`config.mk`:
```
export PLATFORM = sky130hd
export DESIGN_NAME = bip_top
export DESIGN_NICKNAME = d
export VERILOG_FILES = /design/src/bip_pkg.sv /design/src/bip_top.sv
export SDC_FILE = /design/constraint.sdc
export NUM_CORES = 1
export LEC_CHECK = 0
export BUFFER_PORTS_ARGS = -buffer_cell sky130_fd_sc_hd__buf_2
export CAP_MARGIN = 0
export CORE_MARGIN = 2
export CORE_UTILIZATION = 50
export CTS_BUF_LIST = sky130_fd_sc_hd__clkbuf_4
export DETAILED_ROUTE_END_ITERATION = 12
export PLACE_DENSITY = 0.66
export RECOVER_POWER = 50
export SKIP_CTS_REPAIR_TIMING = 1
export SLEW_MARGIN = 20
export SYNTH_ARGS = -nofsm -noshare
export SYNTH_HDL_FRONTEND = slang
export SYNTH_SLANG_ARGS = --single-unit
```
`constraint.sdc`:
```
create_clock -name clk -period 15.05 [get_ports clk]
set_input_delay 2.2575 -clock clk [delete_from_list [all_inputs] [get_ports clk]]
set_output_delay 2.2575 -clock clk [all_outputs]
set_load 0.01 [all_outputs]
```
`src/bip_pkg.sv`:
```
// package: constants and types for the baseband input port
`default_nettype none
package bip_pkg;
    // =====================================================
    // operating modes (control_function_reg_one mode field)
    typedef enum logic [1:0] {
        BIP_MODE_QUAD   = 2'h0,
        BIP_MODE_INTERP = 2'h1,
        BIP_MODE_TONE   = 2'h2
    } bip_mode_t;
    // =====================================================
    // widths
    localparam int BIP_PAR_W   = 18;
    localparam int BIP_SER_W   = 16;
    localparam int BIP_RATE_W  = 6;
    localparam int BIP_CNT_W   = 9;
    localparam int BIP_BIT_W   = 4;
    // data pins used as serial inputs in dual serial mode
    localparam int BIP_SER_I_PIN = 0;
    localparam int BIP_SER_Q_PIN = 1;
    // =====================================================
    // rate reset value, zero word, sign masks, last serial bit
    localparam logic [5:0] BIP_RATE_RST = 6'h01;
    localparam logic [17:0] BIP_ZERO18 = 18'h00000;
    localparam logic [17:0] BIP_SIGN18 = 18'h20000;
    localparam logic [15:0] BIP_SIGN16 = 16'h8000;
    localparam logic [3:0]  BIP_LAST_BIT = 4'hf;
    // fifo
    localparam int BIP_FIFO_DEPTH = 16;
    // inverse comb correction, coefficient shift (about -0.14/-0.28 dB)
    localparam int BIP_CMP_SH2 = 4;
    localparam int BIP_CMP_SHN = 3;
endpackage : bip_pkg
`default_nettype wire

```
`src/bip_top.sv`:
```
// baseband input port: port clock, gating, assembly, fifo, inverse comb
`default_nettype none

// =====================================================
// sample fifo
module bip_fifo #(
    parameter int WIDTH = 36,
    parameter int DEPTH = 16
) (
    // clock and reset
    input  wire logic             clk,
    input  wire logic             resetn,
    // fill side
    input  wire logic             in_valid,
    output logic                  in_ready,
    input  wire logic [WIDTH-1:0] in_data,
    // drain side
    output logic                  out_valid,
    input  wire logic             out_ready,
    output logic [WIDTH-1:0]      out_data
);
    localparam int AW = $clog2(DEPTH);
    logic [WIDTH-1:0] mem [DEPTH];
    logic [AW-1:0]    wr_ptr;
    logic [AW-1:0]    rd_ptr;
    logic [AW:0]      count;
    wire              do_wr = in_valid && in_ready;
    wire              do_rd = out_valid && out_ready;
    assign in_ready  = (count != (AW+1)'(DEPTH));
    assign out_valid = (count != '0);
    assign out_data  = mem[rd_ptr];
    always_ff @(posedge clk)
    begin
        if (do_wr)
            mem[wr_ptr] <= in_data;
    end
    always_ff @(posedge clk or negedge resetn)
    begin
        if (!resetn)
        begin
            wr_ptr <= '0;
            rd_ptr <= '0;
            count  <= '0;
        end
        else
        begin
            if (do_wr)
                wr_ptr <= wr_ptr + 1'b1;
            if (do_rd)
                rd_ptr <= rd_ptr + 1'b1;
            if (do_wr && !do_rd)
                count <= count + 1'b1;
            else if (do_rd && !do_wr)
                count <= count - 1'b1;
        end
    end
endmodule // bip_fifo

module bip_top
    import bip_pkg::*;
#(
    parameter int FIFO_DEPTH = BIP_FIFO_DEPTH
) (
    // clock and reset
    input  wire logic                  clk,
    input  wire logic                  resetn,
    // control settings
    input  wire logic [1:0]            operating_mode,
    input  wire logic                  dual_serial_mode,
    input  wire logic [BIP_RATE_W-1:0] comb_integrator_interp,
    input  wire logic                  port_clock_invert,
    input  wire logic                  port_clock_output_enable,
    input  wire logic                  port_clock_half_rate,
    input  wire logic                  transmit_gate_invert,
    input  wire logic                  hold_last_value,
    input  wire logic                  q_first_pairing,
    input  wire logic                  offset_binary,
    input  wire logic                  serial_lsb_first,
    input  wire logic                  inv_comb_bypass,
    // pins
    output logic                       port_data_clock,
    input  wire logic                  transmit_gate,
    input  wire logic [BIP_PAR_W-1:0]  port_data,
    // sample out to filter chain
    output logic                       sample_valid,
    input  wire logic                  sample_ready,
    output logic [BIP_PAR_W-1:0]       sample_i,
    output logic [BIP_PAR_W-1:0]       sample_q,
    output logic                       sample_real,
    output logic                       inv_comb_power,
    output logic                       overflow
);
    // =====================================================
    // pin synchronisers
    logic [1:0]           gate_s;
    logic [BIP_PAR_W-1:0] data_s1;
    logic [BIP_PAR_W-1:0] data_s2;
    wire gate_true = gate_s[1] ^ transmit_gate_invert;
    // =====================================================
    // mode decode
    wire is_serial = dual_serial_mode;
    wire is_interp = !is_serial && (operating_mode == BIP_MODE_INTERP);
    wire is_quad   = !is_serial && (operating_mode == BIP_MODE_QUAD);
    wire is_half   = is_quad && port_clock_half_rate;
    // =====================================================
    // port clock divider
    logic [BIP_CNT_W-1:0] div_cnt;
    logic                 pclk_int;
    wire [BIP_CNT_W-1:0] r_ext = BIP_CNT_W'(comb_integrator_interp);
    // half period in clk: 2R->R, 4R->2R, R->R/2 (min one)
    wire [BIP_CNT_W-1:0] half_per =
        is_serial ? ((r_ext >> 1) == '0 ? BIP_CNT_W'(1) : r_ext >> 1)
        : (is_interp || is_half) ? (r_ext << 1) : r_ext;
    wire toggle = (div_cnt >= half_per - 1'b1);
    wire rise   = toggle && !pclk_int;
    wire fall   = toggle && pclk_int;
    // active edge: invert picks the falling edge
    wire act_edge = port_clock_invert ? fall : rise;
    wire q_edge   = port_clock_invert ? rise : fall;
    wire cap_edge = is_half ? toggle : act_edge;
    // =====================================================
    // assembly state
    logic                 gate_d;
    logic                 phase;
    logic [BIP_BIT_W-1:0] bit_cnt;
    logic [BIP_SER_W-1:0] sh_i;
    logic [BIP_SER_W-1:0] sh_q;
    logic [BIP_PAR_W-1:0] word_first;
    logic [BIP_PAR_W-1:0] held;
    wire  gate_rise = gate_true && !gate_d;
    wire  take      = cap_edge && gate_true && (operating_mode != BIP_MODE_TONE);
    // offset binary to two's complement
    wire [BIP_PAR_W-1:0] par_word = offset_binary ?
        (data_s2 ^ BIP_SIGN18) : data_s2;
    wire si = data_s2[BIP_SER_I_PIN];
    wire sq = data_s2[BIP_SER_Q_PIN];
    wire [BIP_SER_W-1:0] nxt_i = serial_lsb_first ?
        {si, sh_i[BIP_SER_W-1:1]} : {sh_i[BIP_SER_W-2:0], si};
    wire [BIP_SER_W-1:0] nxt_q = serial_lsb_first ?
        {sq, sh_q[BIP_SER_W-1:1]} : {sh_q[BIP_SER_W-2:0], sq};
    wire [BIP_SER_W-1:0] fmt_i = offset_binary ? nxt_i ^ BIP_SIGN16 : nxt_i;
    wire [BIP_SER_W-1:0] fmt_q = offset_binary ? nxt_q ^ BIP_SIGN16 : nxt_q;
    // frame starts on gate rise, so counter restarts there
    wire [BIP_BIT_W-1:0] bit_now = gate_rise ? '0 : bit_cnt;
    // pair phase: 0 first word; half rate ties I/Q to edge
    wire second = is_half ? q_edge : (gate_rise ? 1'b0 : phase);
    wire ser_done  = is_serial && take && (bit_now == BIP_LAST_BIT);
    wire quad_done = is_quad && take && second;
    wire int_done  = is_interp && take;
    wire done      = ser_done || quad_done || int_done;
    // pairing order
    wire [BIP_PAR_W-1:0] pair_i = q_first_pairing ? par_word : word_first;
    wire [BIP_PAR_W-1:0] pair_q = q_first_pairing ? word_first : par_word;
    wire [2*BIP_PAR_W-1:0] raw =
        is_serial ? {fmt_i, 2'b00, fmt_q, 2'b00}
        : is_quad ? {pair_i, pair_q}
        : {par_word, BIP_ZERO18};
    // =====================================================
    // inverse comb: x - (x>>k)/4 cut, powered only when used
    wire cmp_on = !inv_comb_bypass && (comb_integrator_interp != 6'h01);
    localparam int SH2 = BIP_CMP_SH2;
    localparam int SHN = BIP_CMP_SHN;
    function automatic logic [BIP_PAR_W-1:0] bip_cmp(
        input logic [BIP_PAR_W-1:0] x, input logic two);
        logic signed [BIP_PAR_W-1:0] s;
        logic signed [BIP_PAR_W-1:0] d;
        s = $signed(x);
        d = two ? (s >>> SH2) : (s >>> SHN);
        // droop correction trades a small headroom loss for flatness
        return BIP_PAR_W'(s - (d >>> 1) + (d >>> 2));
    endfunction
    wire two_rate = (comb_integrator_interp == 6'h02);
    wire [2*BIP_PAR_W-1:0] comp = cmp_on ?
        {bip_cmp(raw[2*BIP_PAR_W-1:BIP_PAR_W], two_rate),
         bip_cmp(raw[BIP_PAR_W-1:0], two_rate)} : raw;
    // =====================================================
    // fifo between port and filter chain
    logic                   f_ready;
    logic                   f_valid;
    logic [2*BIP_PAR_W:0]   f_data;
    bip_fifo #(
        .WIDTH (2*BIP_PAR_W+1),
        .DEPTH (FIFO_DEPTH)
    ) u_fifo (
        .clk       (clk),
        .resetn    (resetn),
        .in_valid  (done),
        .in_ready  (f_ready),
        .in_data   ({is_interp, comp}),
        .out_valid (f_valid),
        .out_ready (sample_ready || !sample_valid),
        .out_data  (f_data)
    );
    wire load_out = f_valid && (sample_ready || !sample_valid);
    // idle value while gate false: zeros or held sample
    wire [2*BIP_PAR_W-1:0] idle_val = hold_last_value ? {held, held} : '0;
    // =====================================================
    // registers
    always_ff @(posedge clk or negedge resetn)
    begin
        if (!resetn)
        begin
            gate_s  <= '0;
            data_s1 <= '0;
            data_s2 <= '0;
            div_cnt <= '0;
            pclk_int <= 1'b0;
            port_data_clock <= 1'b0;
            gate_d  <= 1'b0;
            phase   <= 1'b0;
            bit_cnt <= '0;
            sh_i    <= '0;
            sh_q    <= '0;
            word_first <= '0;
            held    <= '0;
            sample_valid <= 1'b0;
            sample_i <= '0;
            sample_q <= '0;
            sample_real <= 1'b0;
            inv_comb_power <= 1'b0;
            overflow <= 1'b0;
        end
        else
        begin
            gate_s  <= {gate_s[0], transmit_gate};
            data_s1 <= port_data;
            data_s2 <= data_s1;
            div_cnt <= toggle ? '0 : div_cnt + 1'b1;
            pclk_int <= toggle ? !pclk_int : pclk_int;
            port_data_clock <= port_clock_output_enable
                ? (toggle ? !pclk_int : pclk_int) : 1'b0;
            gate_d <= gate_true;
            inv_comb_power <= cmp_on;
            overflow <= done && !f_ready;
            if (take)
            begin
                phase <= !second;
                bit_cnt <= bit_now + 1'b1;
                sh_i <= nxt_i;
                sh_q <= nxt_q;
                if (!second)
                    word_first <= par_word;
                held <= par_word;
            end
            else if (!gate_true)
            begin
                phase <= 1'b0;
                // a cut serial frame must not skew the next one
                bit_cnt <= '0;
                if (!hold_last_value)
                    held <= '0;
            end
            if (load_out)
            begin
                sample_valid <= 1'b1;
                sample_i <= f_data[2*BIP_PAR_W-1:BIP_PAR_W];
                sample_q <= f_data[BIP_PAR_W-1:0];
                sample_real <= f_data[2*BIP_PAR_W];
            end
            else if (sample_ready)
            begin
                sample_valid <= 1'b0;
                if (!gate_true)
                begin
                    sample_i <= idle_val[2*BIP_PAR_W-1:BIP_PAR_W];
                    sample_q <= hold_last_value ? sample_q : '0;
                end
            end
        end
    end
endmodule // bip_top
`default_nettype wire

```
**After elaboration in Yosys (flattened, before gate mapping)**

Memory sizes are Yosys's and may differ from the RTL's.
Index checks and enable logic that the tools add are counted.

- Register bits: 176
- Memory bits (writable): 592
- Input bits: 40
- Output and inout port bits: 41
- Logic and storage cells: 134
- Memories: 1

- Add/sub/neg operators: 11
- $lt $le $gt $ge: 1
- Eq/ne operators: 10
- Multiplexer cells: 43
- Bitwise gates (word level): 5
- Reduce and logical (&&, ||, !) cells: 41

Memory list:

| name | words | width | read ports | clocked after Yosys merged registers in | write ports | line | source |
|---|---|---|---|---|---|---|---|
| u_fifo.mem | 16 | 37 | 1 | 0 | 1 | bip_top.sv:23 | `logic [WIDTH-1:0] mem [DEPTH];` |

Operator list:

| operator | number |
|---|---|
| 18-bit two-way mux | 11 |
| 36-bit two-way mux | 4 |
| 16-bit two-way mux | 4 |
| 18-bit by 13-bit adder with 18-bit output | 2 |
| 18-bit by 14-bit subtractor with 18-bit output | 2 |
| 14-bit two-way mux | 2 |
| 1-bit logical AND | 19 |
| 5-bit two-way mux | 3 |
| 7-bit two-way mux | 2 |
| 1-bit two-way mux | 13 |
| 4-bit by 1-bit adder with 4-bit output, second input constant | 3 |
| 4-bit two-way mux | 3 |
| 9-bit by 1-bit adder with 9-bit output, second input constant | 1 |
| 9-bit >= comparator | 1 |
| 1-bit logical NOT | 9 |
| 9-bit logical NOT | 1 |
| 9-bit two-way mux | 1 |
| 2-bit by 1-bit inequality test with 1-bit output, second input constant | 4 |
| 7-bit by 1-bit subtractor with 8-bit output, second input constant | 1 |
| 6-bit by 2-bit == test with 1-bit output, second input constant | 1 |
| 6-bit by 1-bit inequality test with 1-bit output, second input constant | 1 |
| 2-bit AND reduction | 3 |
| 5-bit by 1-bit adder with 5-bit output, second input constant | 1 |
| 5-bit inequality test, second input constant | 1 |
| 11 further kinds | 18 |

**Depth between registers and ports, before layout**

Gate-level depths: netlist of the first run.

- Depth in word-level cells: 22
- Gate-level depth with buffers: 33

**Hierarchy**

A second synthesis of the first run with hierarchy kept.

- Cells, all modules: 2325
- Area total of the unflattened synthesis: 34431.8 um2

By module, submodules not included:

| module | times used | cells each | area each (um2) | sequential area each (um2) |
|---|---|---|---|---|
| bip_fifo | 1 | 1147 | 23384.9 | 18102.4 |
| bip_top | 1 | 1178 | 11046.8 | 4078.9 |

**Worst setup path before layout of the first run**

OpenSTA, ideal clock, no wires.

- Path type: input-to-reg
- From: input port dual_serial_mode
- To: memory u_fifo.mem[4][0] in the netlist's numbering (enable)
- Setup time: 0.485 ns
- Arrival time: 8.920 ns
- Setup slack: 5.645 ns
- Cell stages on the path: 23
- Cell sequence: nor2_1 > o21a_1 > buf_2 > mux2i_1 > o21ai_0 > inv_1 > ha_1 > inv_1 > nor3_1 > nand2_1 > o21a_1 > ha_1 > and3_1 > o2111ai_1 > o21ai_1 > clkbuf_1 > ha_1 > mux2i_1 > a221oi_2 > o21ai_2 > nor3b_4 > nand2_1 > nor3b_1

- Word-level cells in the longest chain between the ends: 20
- Elaborated cells on any way between the ends: 27
- Classes of those cells: add/sub: 1; order compare: 1; mux: 8; reduce/logical: 17

Ends and longest elaborated chain:

| item | line | source |
|---|---|---|
| from (decl) | bip_top.sv:69 | `input wire logic dual_serial_mode,` |
| 1-bit logical NOT | bip_top.sv:102, bip_top.sv:103 |  |
| 1-bit logical AND | bip_top.sv:103 | `wire is_quad = !is_serial && (operating_mode == BIP_MODE_QUAD);` |
| 1-bit logical AND | bip_top.sv:104 | `wire is_half = is_quad && port_clock_half_rate;` |
| 1-bit logical OR | bip_top.sv:113 | `: (is_interp \|\| is_half) ? (r_ext << 1) : r_ext;` |
| 7-bit two-way mux | bip_top.sv:113 |  |
| 7-bit two-way mux | bip_top.sv:112 | `is_serial ? ((r_ext >> 1) == '0 ? BIP_CNT_W'(1) : r_ext >> 1)` |
| 7-bit by 1-bit subtractor with 8-bit output | bip_top.sv:114 | `wire toggle = (div_cnt >= half_per - 1'b1);` |
| 9-bit >= comparator | bip_top.sv:114 |  |
| [2 not listed] | n/a |  |
| 1-bit two-way mux | bip_top.sv:120 | `wire cap_edge = is_half ? toggle : act_edge;` |
| 1-bit logical AND (2 in series) | bip_top.sv:131 | `wire take = cap_edge && gate_true && (operating_mode != BIP_MODE_TONE);` |
| 1-bit logical AND (on tied branches) (2 in series) | bip_top.sv:147, bip_top.sv:148 |  |
| 1-bit logical OR | bip_top.sv:150 | `wire done = ser_done \|\| quad_done \|\| int_done;` |
| 1-bit logical OR (*) | bip_top.sv:150 |  |
| 1-bit logical AND (*) | bip_top.sv:27 | `wire do_wr = in_valid && in_ready;` |
| 1-bit two-way mux (*) | bip_top.sv:34 | `if (do_wr)` |
| 1-bit two-way mux (implied by the code) (*) | bip_top.sv:35 | `mem[wr_ptr] <= in_data;` |
| to (decl) | bip_top.sv:23 |  |

Every way passes the cells marked *; elsewhere a longest branch is shown, timed or not.

**Final worst setup path of the first run**

- From: input port dual_serial_mode
- To: memory u_fifo.mem[6][31] in the netlist's numbering (enable)

The elaborated chain is that of the path after synthesis.

==> flow_summary.yaml, run 1 <==
layout:
  n_fill_cell: 5285
  final_nets: 2442
  layout-drive-gt1-share: 0.256
  area_delta_synth_final_pct: 11.6
die:
  die_area_um2: 69100
  initial_core_util: 0.507
  core_um2: 66100
  die_w_um: 263
  die-height_um: 263
  boundaryPins: 81
  rows: 94
clock_network:
  cts.clk_slew.worst_paths_ns: 0.07
  cts_root_buf: "clkbuf_4"
  clockBufferDepth: 3
  clock-sinks: 768
  clkLatencyLatePin_ns: 1.03
  htree_levels: 4
  tritoncts: "done"
  cts_inserted_buffers: 189
yosys:
  synth_cells: 2076
  synth_nets: 2214
  netlist_area_um2: 33500
  synth_seq_cells: 768
  yosysSeqAreaShare: 0.662
  postSynthAreaPerCell_um2: 16.1
  synthTopCellsByArea: "edfxtp_1, dfrtp_1, mux4_2, ha_1, nand2_1"
  ys_types: 60
  synth-async-reset-ratio: 0.229
  synth_top_area_cell: "edfxtp_1"
  synth_flop_cell: "edfxtp_1"
  ys_warn_count: 0
  synth_edf_count: 592
  yosysTopAreaCellShare: 0.530
routing:
  finalWirelength_mm: 78.0
  drc: 0
  vias_per_cell: 5.73
  vias: 19100
  drt_iter0_drc: 1767
  ant_nets: 0
  first_pass_iters: 6
  wl_per_cell_um: 23.4
sta:
  slew_headroom: -3.32
  worstMarginPinSlew_ns: 6.48
  slew_violations: 448
  setup_tns_ns: 0
  finalCritPeriodShare: 0.719
  grt_setup_unrepaired: "no"
  setup_viol: 0
  final-hold-violation-count: 0
  min_period_ns: 10.83
  max_clock_freq_mhz: 92.4
  fin_worst_skew_ns: 0.0591
critical_path:
  critPathSlowestCell: "clkbuf_1"
  worstPathRequired_ns: 15.67
  crit_fanout: 73
  cp-start-kind: "input pin"
  cp.arrival_ns: 11.44
  max_stage_delay_ns: 2.17
  worstSetupPathType: "in2reg"
  crit_path_end_kind: "register"
  worst_r2r_path_depth: 6
  crit_chain: "buf_2 > clkbuf_1 > nor2_1 > o21a_1 > mux2i_1 > o21ai_0 > nor3_1 > nor2b_1 > o21ai_0 > ha_1 > and3_1 > o2111ai_1 > o21ai_2 > ha_1 > mux2i_1 > a221oi_1 > o21ai_4 > buf_4 > nor3b_4 > nand2_1 > nor3b_2 > buf_4"
min_path:
  hold_class: "reg2reg"
  hold_depth: 0
global_route:
  grt_first_pass_wirelength_mm: 120
  grt_overflow: 0
  antenna_found_initial: 2
  first_global_vias: 19600
  grt_max_degree: 111
  grt.total_usage: 0.232
placement:
  dp_hpwl_mm: 48.9
  io_buffers: 80
  gp_congestion: 0.825
pwr:
  power.density_nw_per_um2: 178
  ir_drop_mv: 0.107
  p_leak_nw: 13.9
  p_total_mw: 6.66
status:
  violations: "max-capacitance violations, max-slew violations"
  status: "finished, violations left"
flow_run:
  cap_violations: 8
final timing paths:
path	from	slack (ns)	end
setup reg to reg	u_fifo.rd_ptr[1]$_DFFE_PN0P_	6.28	sample_i[3]$_DFFE_PN0P_
min in group asynchronous	resetn	3.69	div_cnt[5]$_DFF_PN0_
setup / recovery	dual_serial_mode	4.22	u_fifo.mem[6][31]$_DFFE_PP_
hold reg to reg	data_s1[8]$_DFF_PN0_	0.35	data_s2[8]$_DFF_PN0_
hold / removal	data_s1[8]$_DFF_PN0_	0.35	data_s2[8]$_DFF_PN0_
max in group asynchronous	resetn	5.90	sh_q[4]$_DFFE_PN0N_
state kept, by name, indices dropped and copies added (netlist names), 16 cells and up:
register and flops:
data_s1 18, data_s2 18, held 18, sample_i 18, sample_q 18, sh_i 16, sh_q 16, u_fifo.mem 592
word_first 18
critical path, delay by kind of cell:
kind | cells | cell delay, ns
buf+inv | 4 | 3.21
simple gates | 7 | 2.74
fa+ha+maj | 2 | 0.78
mux | 2 | 0.29
compound gates | 7 | 2.09
cell usage in the layout, fill, tap and decap left out, types with 15 or more instances in the layout:
| master | n |
|---|---|
| fa_1 | 27 |
| nand3_1 | 33 |
| buf_4 | 28 |
| xnor2_1 | 33 |
| a21oi_1 | 74 |
| edfxtp_1 | 592 |
| nand2_1 | 229 |
| inv_1 | 100 |
| a211oi_1 | 15 |
| mux2_2 | 39 |
| clkbuf_4 | 285 |
| xor2_1 | 26 |
| mux2i_1 | 40 |
| clkbuf_1 | 67 |
| a22oi_1 | 19 |
| a21o_1 | 16 |
| buf_2 | 38 |
| clkinv_1 | 46 |
| mux4_2 | 185 |
| ha_1 | 71 |
| dfrtp_1 | 173 |
| o21ai_0 | 94 |
| nor2_1 | 56 |
| a22o_1 | 18 |
per-stage QoR:
step / utilization / cells / worst slack, ns / cell area [um^2] / hold WS, ns
6_report: 0.566 / 3331 / 4.22 / 37400 / 0.346
5_1_grt: 0.566 / 3331 / 3.60 / 37400 / 0.362
2_1_floorplan: - / 2076 / 5.64 / 33500 / 0.331
3_5_place_dp: 0.531 / 2976 / 4.99 / 35100 / 0.336
3_3_place_gp: 0.531 / 2976 / 5.16 / 35100 / 0.335
4_1_cts: 0.568 / 3324 / 6.04 / 37500 / 0.350
where the power goes:
| group | switching, mW | internal (mW) | total [mW] |
|---|---|---|---|
| Combinational | 1.20 | 0.959 | 2.16 |
| Clock | 0.824 | 0.885 | 1.71 |
| Sequential | 0.145 | 2.64 | 2.79 |
| Total | 2.17 | 4.49 | 6.66 |
per-layer routing:
metal  GRT usage  vias to the layer above  part of all wire
met5           0                        -                 0
met1       0.315                     9796              0.43
li1            -                     8528                 -
met4      0.0951                        0             0.032
met2       0.369                      624              0.49
met3      0.0505                      133             0.056
cells in the mapped netlist, drive strengths merged (35+ instances only):
cell / n
ha: 71
xnor2: 35
nor2: 56
edfxtp: 592
a21oi: 74
mux2i: 41
inv: 100
mux4: 185
dfrtp: 176
nand2: 230
o21ai: 98
mux2: 40
clkbuf: 65
cell type report:
cell class	instances	area, um^2	area share
multi-input combinational	1110	10600	0.284
inverter	100	375	0.0100
timing repair buffer	135	691	0.0185
clock inverter	63	292	0.00779
antenna	6	15.0	0.000401
tap	864	1080	0.0289
sequential	768	22200	0.593
clock buffer	285	2140	0.0572
kinds of logic (layout without fill, tap and decap cells):
group | Yosys count | count (layout) | synth area share
buffers and inverters | 198 | 583 | 0.0232
AO/OA/AOI/OAI | 280 | 280 | 0.0514
multiplexers | 266 | 266 | 0.150
other | 0 | 6 | 0
flip-flops | 768 | 768 | 0.662
adder cells (fa/ha/maj) | 98 | 98 | 0.0426
XOR/XNOR | 61 | 61 | 0.0159
AND/OR/NAND/NOR | 405 | 405 | 0.0551
Note: power is estimated with default switching activity, not from simulation.
==> run 2: changes to the inputs <==
==> constraint.sdc (replaced) <==
create_clock -name clk -period 10.6 [get_ports clk]
set_input_delay 1.59 -clock clk [delete_from_list [all_inputs] [get_ports clk]]
set_output_delay 1.59 -clock clk [all_outputs]
set_load 0.01 [all_outputs]
==> run 2 against run 1 <==
  * The run still ends with max-capacitance violations, max-slew violations left
  * Die area did not move
  * Clock skew increased by 0.028 ns
  * Utilization up 0.055 points
  * Worst setup slack got worse by 1.8 ns
  * Flip-flop and latch count unchanged
  * Count of clock-buffer cells in the layout increased by 4
  * Via count grew 0.58%
  * Cell count rose by 0.12%
  * Hold slack worse by 0.00070 ns
  * Power rose by 42%
  * Global-route usage rose by 0.55 points
  * Critical path type unchanged
  * Highest routed layer unchanged
==> flow_summary.yaml, run 2 (synthesized netlist as in run 1, its figures left out) <==
routing:
  first_pass_iters: 6
  drc: 0
  top_layer: "met4"
  finalWirelength_mm: 80.3
  wl_met3_mm: 4.71
  wl_met2_mm: 40.2
  vias_per_cell: 5.75
  wl_per_cell_um: 24.1
  ant_nets: 0
  wl_met1_mm: 33.7
  drt_iter0_drc: 1521
  vias: 19200
placement:
  post_dp_cell_area_um2: 35100
  dp_hpwl_mm: 51.2
  io_buffers: 80
  gp_congestion: 0.825
die:
  boundaryPins: 81
  die_w_um: 263
  die-height_um: 263
  rows: 94
  die_area_um2: 69100
  initial_core_util: 0.507
  core_um2: 66100
critical_path:
  worstSetupPathType: "in2reg"
  cp.arrival_ns: 8.90
  rr_startpoint: "div_cnt[6]$_DFF_PN0_"
  crit_fanout: 72
  worstPathRequired_ns: 11.35
  worst_r2r_path_depth: 11
  rrSetupSlack_ns: 4.65
  crit_path_end_kind: "register"
  timing.rr.end: "held[17]$_DFFE_PN0P_"
  cp-start-kind: "input pin"
min_path:
  hold_depth: 0
  hp-start: "data_s1[1]$_DFF_PN0_"
  min_to: "data_s2[1]$_DFF_PN0_"
  hold_class: "reg2reg"
clock_network:
  cts_root_buf: "clkbuf_4"
  cts.clk_slew.worst_paths_ns: 0.07
  htree_levels: 4
  cts_inserted_buffers: 191
  clock-sinks: 768
  tritoncts: "done"
  clockBufferDepth: 3
  clkLatencyLatePin_ns: 1.06
sta:
  worstMarginPinSlew_ns: 5.92
  setup_viol: 0
  slew_headroom: -2.94
  max_clock_freq_mhz: 123
  finalCritPeriodShare: 0.768
  final-hold-violation-count: 0
  fin_worst_skew_ns: 0.0873
  setup_tns_ns: 0
  slew_violations: 377
  grt_setup_unrepaired: "no"
  min_period_ns: 8.15
global_route:
  first_global_vias: 19500
  grt_first_pass_wirelength_mm: 122
  grt.total_usage: 0.238
  grt_max_degree: 111
  antenna_found_initial: 2
  grt_overflow: 0
pwr:
  switchingPower_mw: 3.14
  power.density_nw_per_um2: 252
  p_leak_nw: 13.9
  power_frac_comb: 0.307
  clkPwrFrac: 0.265
  ir_drop_mv: 0.174
  p_int_mw: 6.31
  swShare: 0.332
  power_frac_seq: 0.428
layout:
  final_cell_mix: "edfxtp_1, clkbuf_4, nand2_1"
  final_area_um2: 37400
  final_nets: 2441
  n_fill_cell: 5291
  regMostFlops: "u_fifo.mem"
  seq_area_um2: 22200
  largest_reg_flops: 592
  layout-drive-gt1-share: 0.258
  layout_commonest_cell: "edfxtp_1"
  area_delta_synth_final_pct: 11.7
  multi_input_area_um2: 10600
status:
  status: "finished, violations left"
  violations: "max-capacitance violations, max-slew violations"
flow_run:
  cap_violations: 8
-- run 2: final cells by class --
class	count	area share
inverters	100	0.0100
clock inverters	67	0.00969
repair buffers	132	0.0175
well taps	864	0.0289
diodes	5	0.000334
multi-input cells	1110	0.283
flip-flops and latches	768	0.593
clock buffers	289	0.0579
-- run 2: metrics by stage --
stage	hold WS, ns	worst slack, ns	util	power (mW)	instances
3_3_place_gp	0.333	2.36	0.531	7.02	2973
2_1_floorplan	0.331	1.86	-	6.04	2076
5_1_grt	0.355	1.70	0.567	9.95	3335
4_1_cts	0.346	3.22	0.569	9.60	3329
6_report	0.345	2.45	0.567	9.45	3335
3_5_place_dp	0.336	2.13	0.531	7.09	2973
-- run 2: critical path, cell delays in order --
cell and delay (ns):
clkbuf_1 0.13, nor2_1 0.24, o21a_1 0.43, mux2i_1 0.22
o21ai_0 0.13, inv_1 0.10, ha_1 0.18, inv_1 0.05
nor3_1 0.30, nand2_1 0.13, o21a_1 0.19, ha_1 0.28
and3_1 0.19, a221o_1 0.35, a21oi_1 0.14, o21ai_0 0.54
ha_1 0.46, mux2i_1 0.15, a221oi_1 0.13, o21ai_0 0.25
clkbuf_1 2.23, o21ai_0 0.41
-- run 2: layer usage --
layer,vias to the layer above,GRT usage
met5,-,0
met4,0,0.0800
met3,94,0.0485
met2,666,0.387
met1,9895,0.323
li1,8536,-
-- run 2: how the worst max path moves through the flow --
stage                            startpoint                           end  slack [ns]  cells after the start
after floorplan            dual_serial_mode    u_fifo.mem[4][0]$_DFFE_PP_        1.86                     23
after global placement    operating_mode[1]   u_fifo.count[4]$_DFFE_PN0P_        2.36                     28
after detailed placement  operating_mode[1]  u_fifo.mem[13][17]$_DFFE_PP_        2.13                     22
after CTS                 operating_mode[1]  u_fifo.mem[13][23]$_DFFE_PP_        3.22                     22
after global routing      operating_mode[1]          held[17]$_DFFE_PN0P_        1.70                     22
final                     operating_mode[1]          held[17]$_DFFE_PN0P_        2.45                     22
-- run 2: power groups by stage --
stage / logic, mW / registers (mW) / clock network [mW]
after CTS: 3.00 / 4.03 / 2.57
after global placement: 2.93 / 4.09 / 0
after global routing: 3.15 / 4.08 / 2.73
after floorplan: 2.09 / 3.95 / 0
after detailed placement: 2.99 / 4.10 / 0
final: 2.90 / 4.05 / 2.50
==> run 3: changes to the inputs <==
--- a/config.mk
+++ b/config.mk
@@ -11,7 +11,7 @@
 export CORE_UTILIZATION = 50
 export CTS_BUF_LIST = sky130_fd_sc_hd__clkbuf_4
 export DETAILED_ROUTE_END_ITERATION = 12
-export PLACE_DENSITY = 0.66
+export PLACE_DENSITY = 0.69
 export RECOVER_POWER = 50
 export SKIP_CTS_REPAIR_TIMING = 1
 export SLEW_MARGIN = 20
==> constraint.sdc (replaced) <==
create_clock -name clk -period 6.9 [get_ports clk]
set_input_delay 1.035 -clock clk [delete_from_list [all_inputs] [get_ports clk]]
set_output_delay 1.035 -clock clk [all_outputs]
set_load 0.01 [all_outputs]
==> run 3 against run 2 <==
  * The flow still finishes with violations (max-capacitance violations, max-slew violations)
  * Non-clock buffer count up 39
  * Power up 53%
  * Hold slack worse by 0.25 ns
  * Register-to-register slack worse by 3.0 ns
  * Global-route usage about the same
  * Cell count up 0.93%
  * Combinational power up 52%
  * Critical path type unchanged
  * Critical endpoint is now u_fifo.mem[14][13]$_DFFE_PP_
  * Largest power group unchanged
  * Highest routed layer unchanged
==> flow_summary.yaml, run 3 (synthesized netlist as in run 1, its figures left out) <==
sta:
  worstMarginPinSlew_ns: 5.14
  finalCritPeriodShare: 0.849
  final-hold-violation-count: 0
  slew_headroom: -2.43
  min_period_ns: 5.86
  max_clock_freq_mhz: 171
  slew_violations: 267
  setup_viol: 0
  grt_setup_unrepaired: "no"
  fin_worst_skew_ns: 0.0737
clock_network:
  clock-sinks: 768
  clkLatencyLatePin_ns: 1.05
  tritoncts: "done"
  cts_root_buf: "clkbuf_4"
  clockBufferDepth: 3
  cts.clk_slew.worst_paths_ns: 0.06
  htree_levels: 4
  cts_inserted_buffers: 189
critical_path:
  rr_startpoint: "data_s2[16]$_DFF_PN0_"
  worst_r2r_path_depth: 16
  worstPathRequired_ns: 7.59
  worstSetupPathType: "in2reg"
  cp.arrival_ns: 6.54
  crit_path_end_kind: "register"
  cp-start-kind: "input pin"
  crit_fanout: 22
  rrSetupSlack_ns: 1.67
  timing.rr.end: "u_fifo.mem[5][15]$_DFFE_PP_"
die:
  die-height_um: 263
  core_um2: 66100
  die_w_um: 263
  boundaryPins: 81
  rows: 94
  initial_core_util: 0.507
  die_area_um2: 69100
routing:
  drc: 0
  top_layer: "met4"
  first_pass_iters: 5
  drt_iter0_drc: 1787
  wl_met2_mm: 39.2
  finalWirelength_mm: 79.7
  wl_per_cell_um: 23.7
  ant_nets: 0
  wl_met1_mm: 33.2
  vias: 19500
  wl_met3_mm: 5.66
  vias_per_cell: 5.79
placement:
  io_buffers: 80
  dp.cells: 3013
  dp_hpwl_mm: 50.7
  gp_congestion: 0.863
  post_dp_cell_area_um2: 35400
status:
  violations: "max-capacitance violations, max-slew violations"
  status: "finished, violations left"
layout:
  layout_commonest_cell: "edfxtp_1"
  final_nets: 2478
  fin_cells: 3366
  final_area_um2: 37800
  area_delta_synth_final_pct: 12.7
  regMostFlops: "u_fifo.mem"
  final_cell_mix: "edfxtp_1, clkbuf_4, nand2_1"
  largest_reg_flops: 592
  n_fill_cell: 5199
  layout-drive-gt1-share: 0.270
pwr:
  power.density_nw_per_um2: 383
  ir_drop_mv: 0.229
  p_leak_nw: 14.2
min_path:
  hold_depth: 1
  hold_class: "in2reg"
  hp-start: "transmit_gate"
  min_to: "gate_s[0]$_DFF_PN0_"
global_route:
  grt.total_usage: 0.238
  first_global_vias: 20200
  grt_first_pass_wirelength_mm: 123
  grt_overflow: 0
  grt_max_degree: 97
  antenna_found_initial: 4
flow_run:
  cap_violations: 6
==> run 3: cell types whose count changed in the layout (fill, tap and decap cells not counted), sizes merged <==
cell | before | now
buf | 61 | 100
inv | 108 | 104
bufinv | 1 | 4
clkinvlp | 3 | 0
clkinv | 55 | 53
clkbuf | 360 | 359
diode | 5 | 4
==> run 3: worst max-delay path, stage by stage <==
cell	delay, ns
buf_2	0.14
nor2_1	0.14
o21a_1	0.18
buf_4	0.18
mux2i_1	0.18
o21ai_0	0.15
nor3_1	0.30
nor2b_1	0.24
o21ai_0	0.16
ha_1	0.34
and3_1	0.17
o2111ai_1	0.11
o21ai_1	0.40
ha_1	0.26
mux2i_1	0.08
a221oi_1	0.40
o21ai_0	0.28
nor3b_4	0.26
buf_4	0.27
and3_1	0.24
and2_2	0.66
buf_4	0.34
==> run 3: area by class of cell <==
class	count	area (um^2)	area share
Sequential cell	768	22200	0.587
Multi-Input combinational cell	1110	10600	0.280
Clock buffer	288	2160	0.0572
Tap cell	864	1080	0.0286
Timing Repair Buffer	171	966	0.0256
Clock inverter	61	402	0.0106
Inverter	100	375	0.00994
Antenna cell	4	10.0	0.000265
==> run 3: worst max-delay path by stage <==
stage	start	endpoint	cells after the start
after floorplan	dual_serial_mode	u_fifo.mem[4][0]$_DFFE_PP_	23
after global placement	operating_mode[1]	u_fifo.mem[14][8]$_DFFE_PP_	24
after detailed placement	operating_mode[1]	u_fifo.mem[14][11]$_DFFE_PP_	22
after CTS	operating_mode[1]	u_fifo.mem[14][13]$_DFFE_PP_	22
after global routing	dual_serial_mode	u_fifo.mem[14][14]$_DFFE_PP_	22
final	operating_mode[1]	u_fifo.mem[14][13]$_DFFE_PP_	22
==> run 3: power by group <==
part           total [mW]  switching [mW]  internal (mW)
Combinational        4.40            2.44           1.96
Clock                3.90            1.82           2.07
Sequential           6.16           0.388           5.77
==> run 3: layer usage <==
layer / GRT usage / vias up
met2: 0.381 / 781
met5: 0 / -
met4: 0.0785 / 0
met1: 0.329 / 10000
li1: - / 8580
met3: 0.0496 / 111
==> run 3: metrics by stage <==
| stage | power [mW] | util | setup TNS [ns] | setup WS [ns] | hold WS, ns |
|---|---|---|---|---|---|
| finish | 14.5 | 0.572 | 0 | 1.04 | 0.0998 |
| global route | 15.3 | 0.572 | 0 | 0.578 | -0.0120 |
| CTS | 14.7 | 0.574 | 0 | 1.20 | -0.0276 |
| detailed placement | 10.8 | 0.535 | 0 | 0.0890 | 0.336 |
| global placement | 10.6 | 0.535 | 0 | 0.218 | 0.333 |
| floorplan | 9.27 | - | -189.86 | -1.28 | 0.331 |
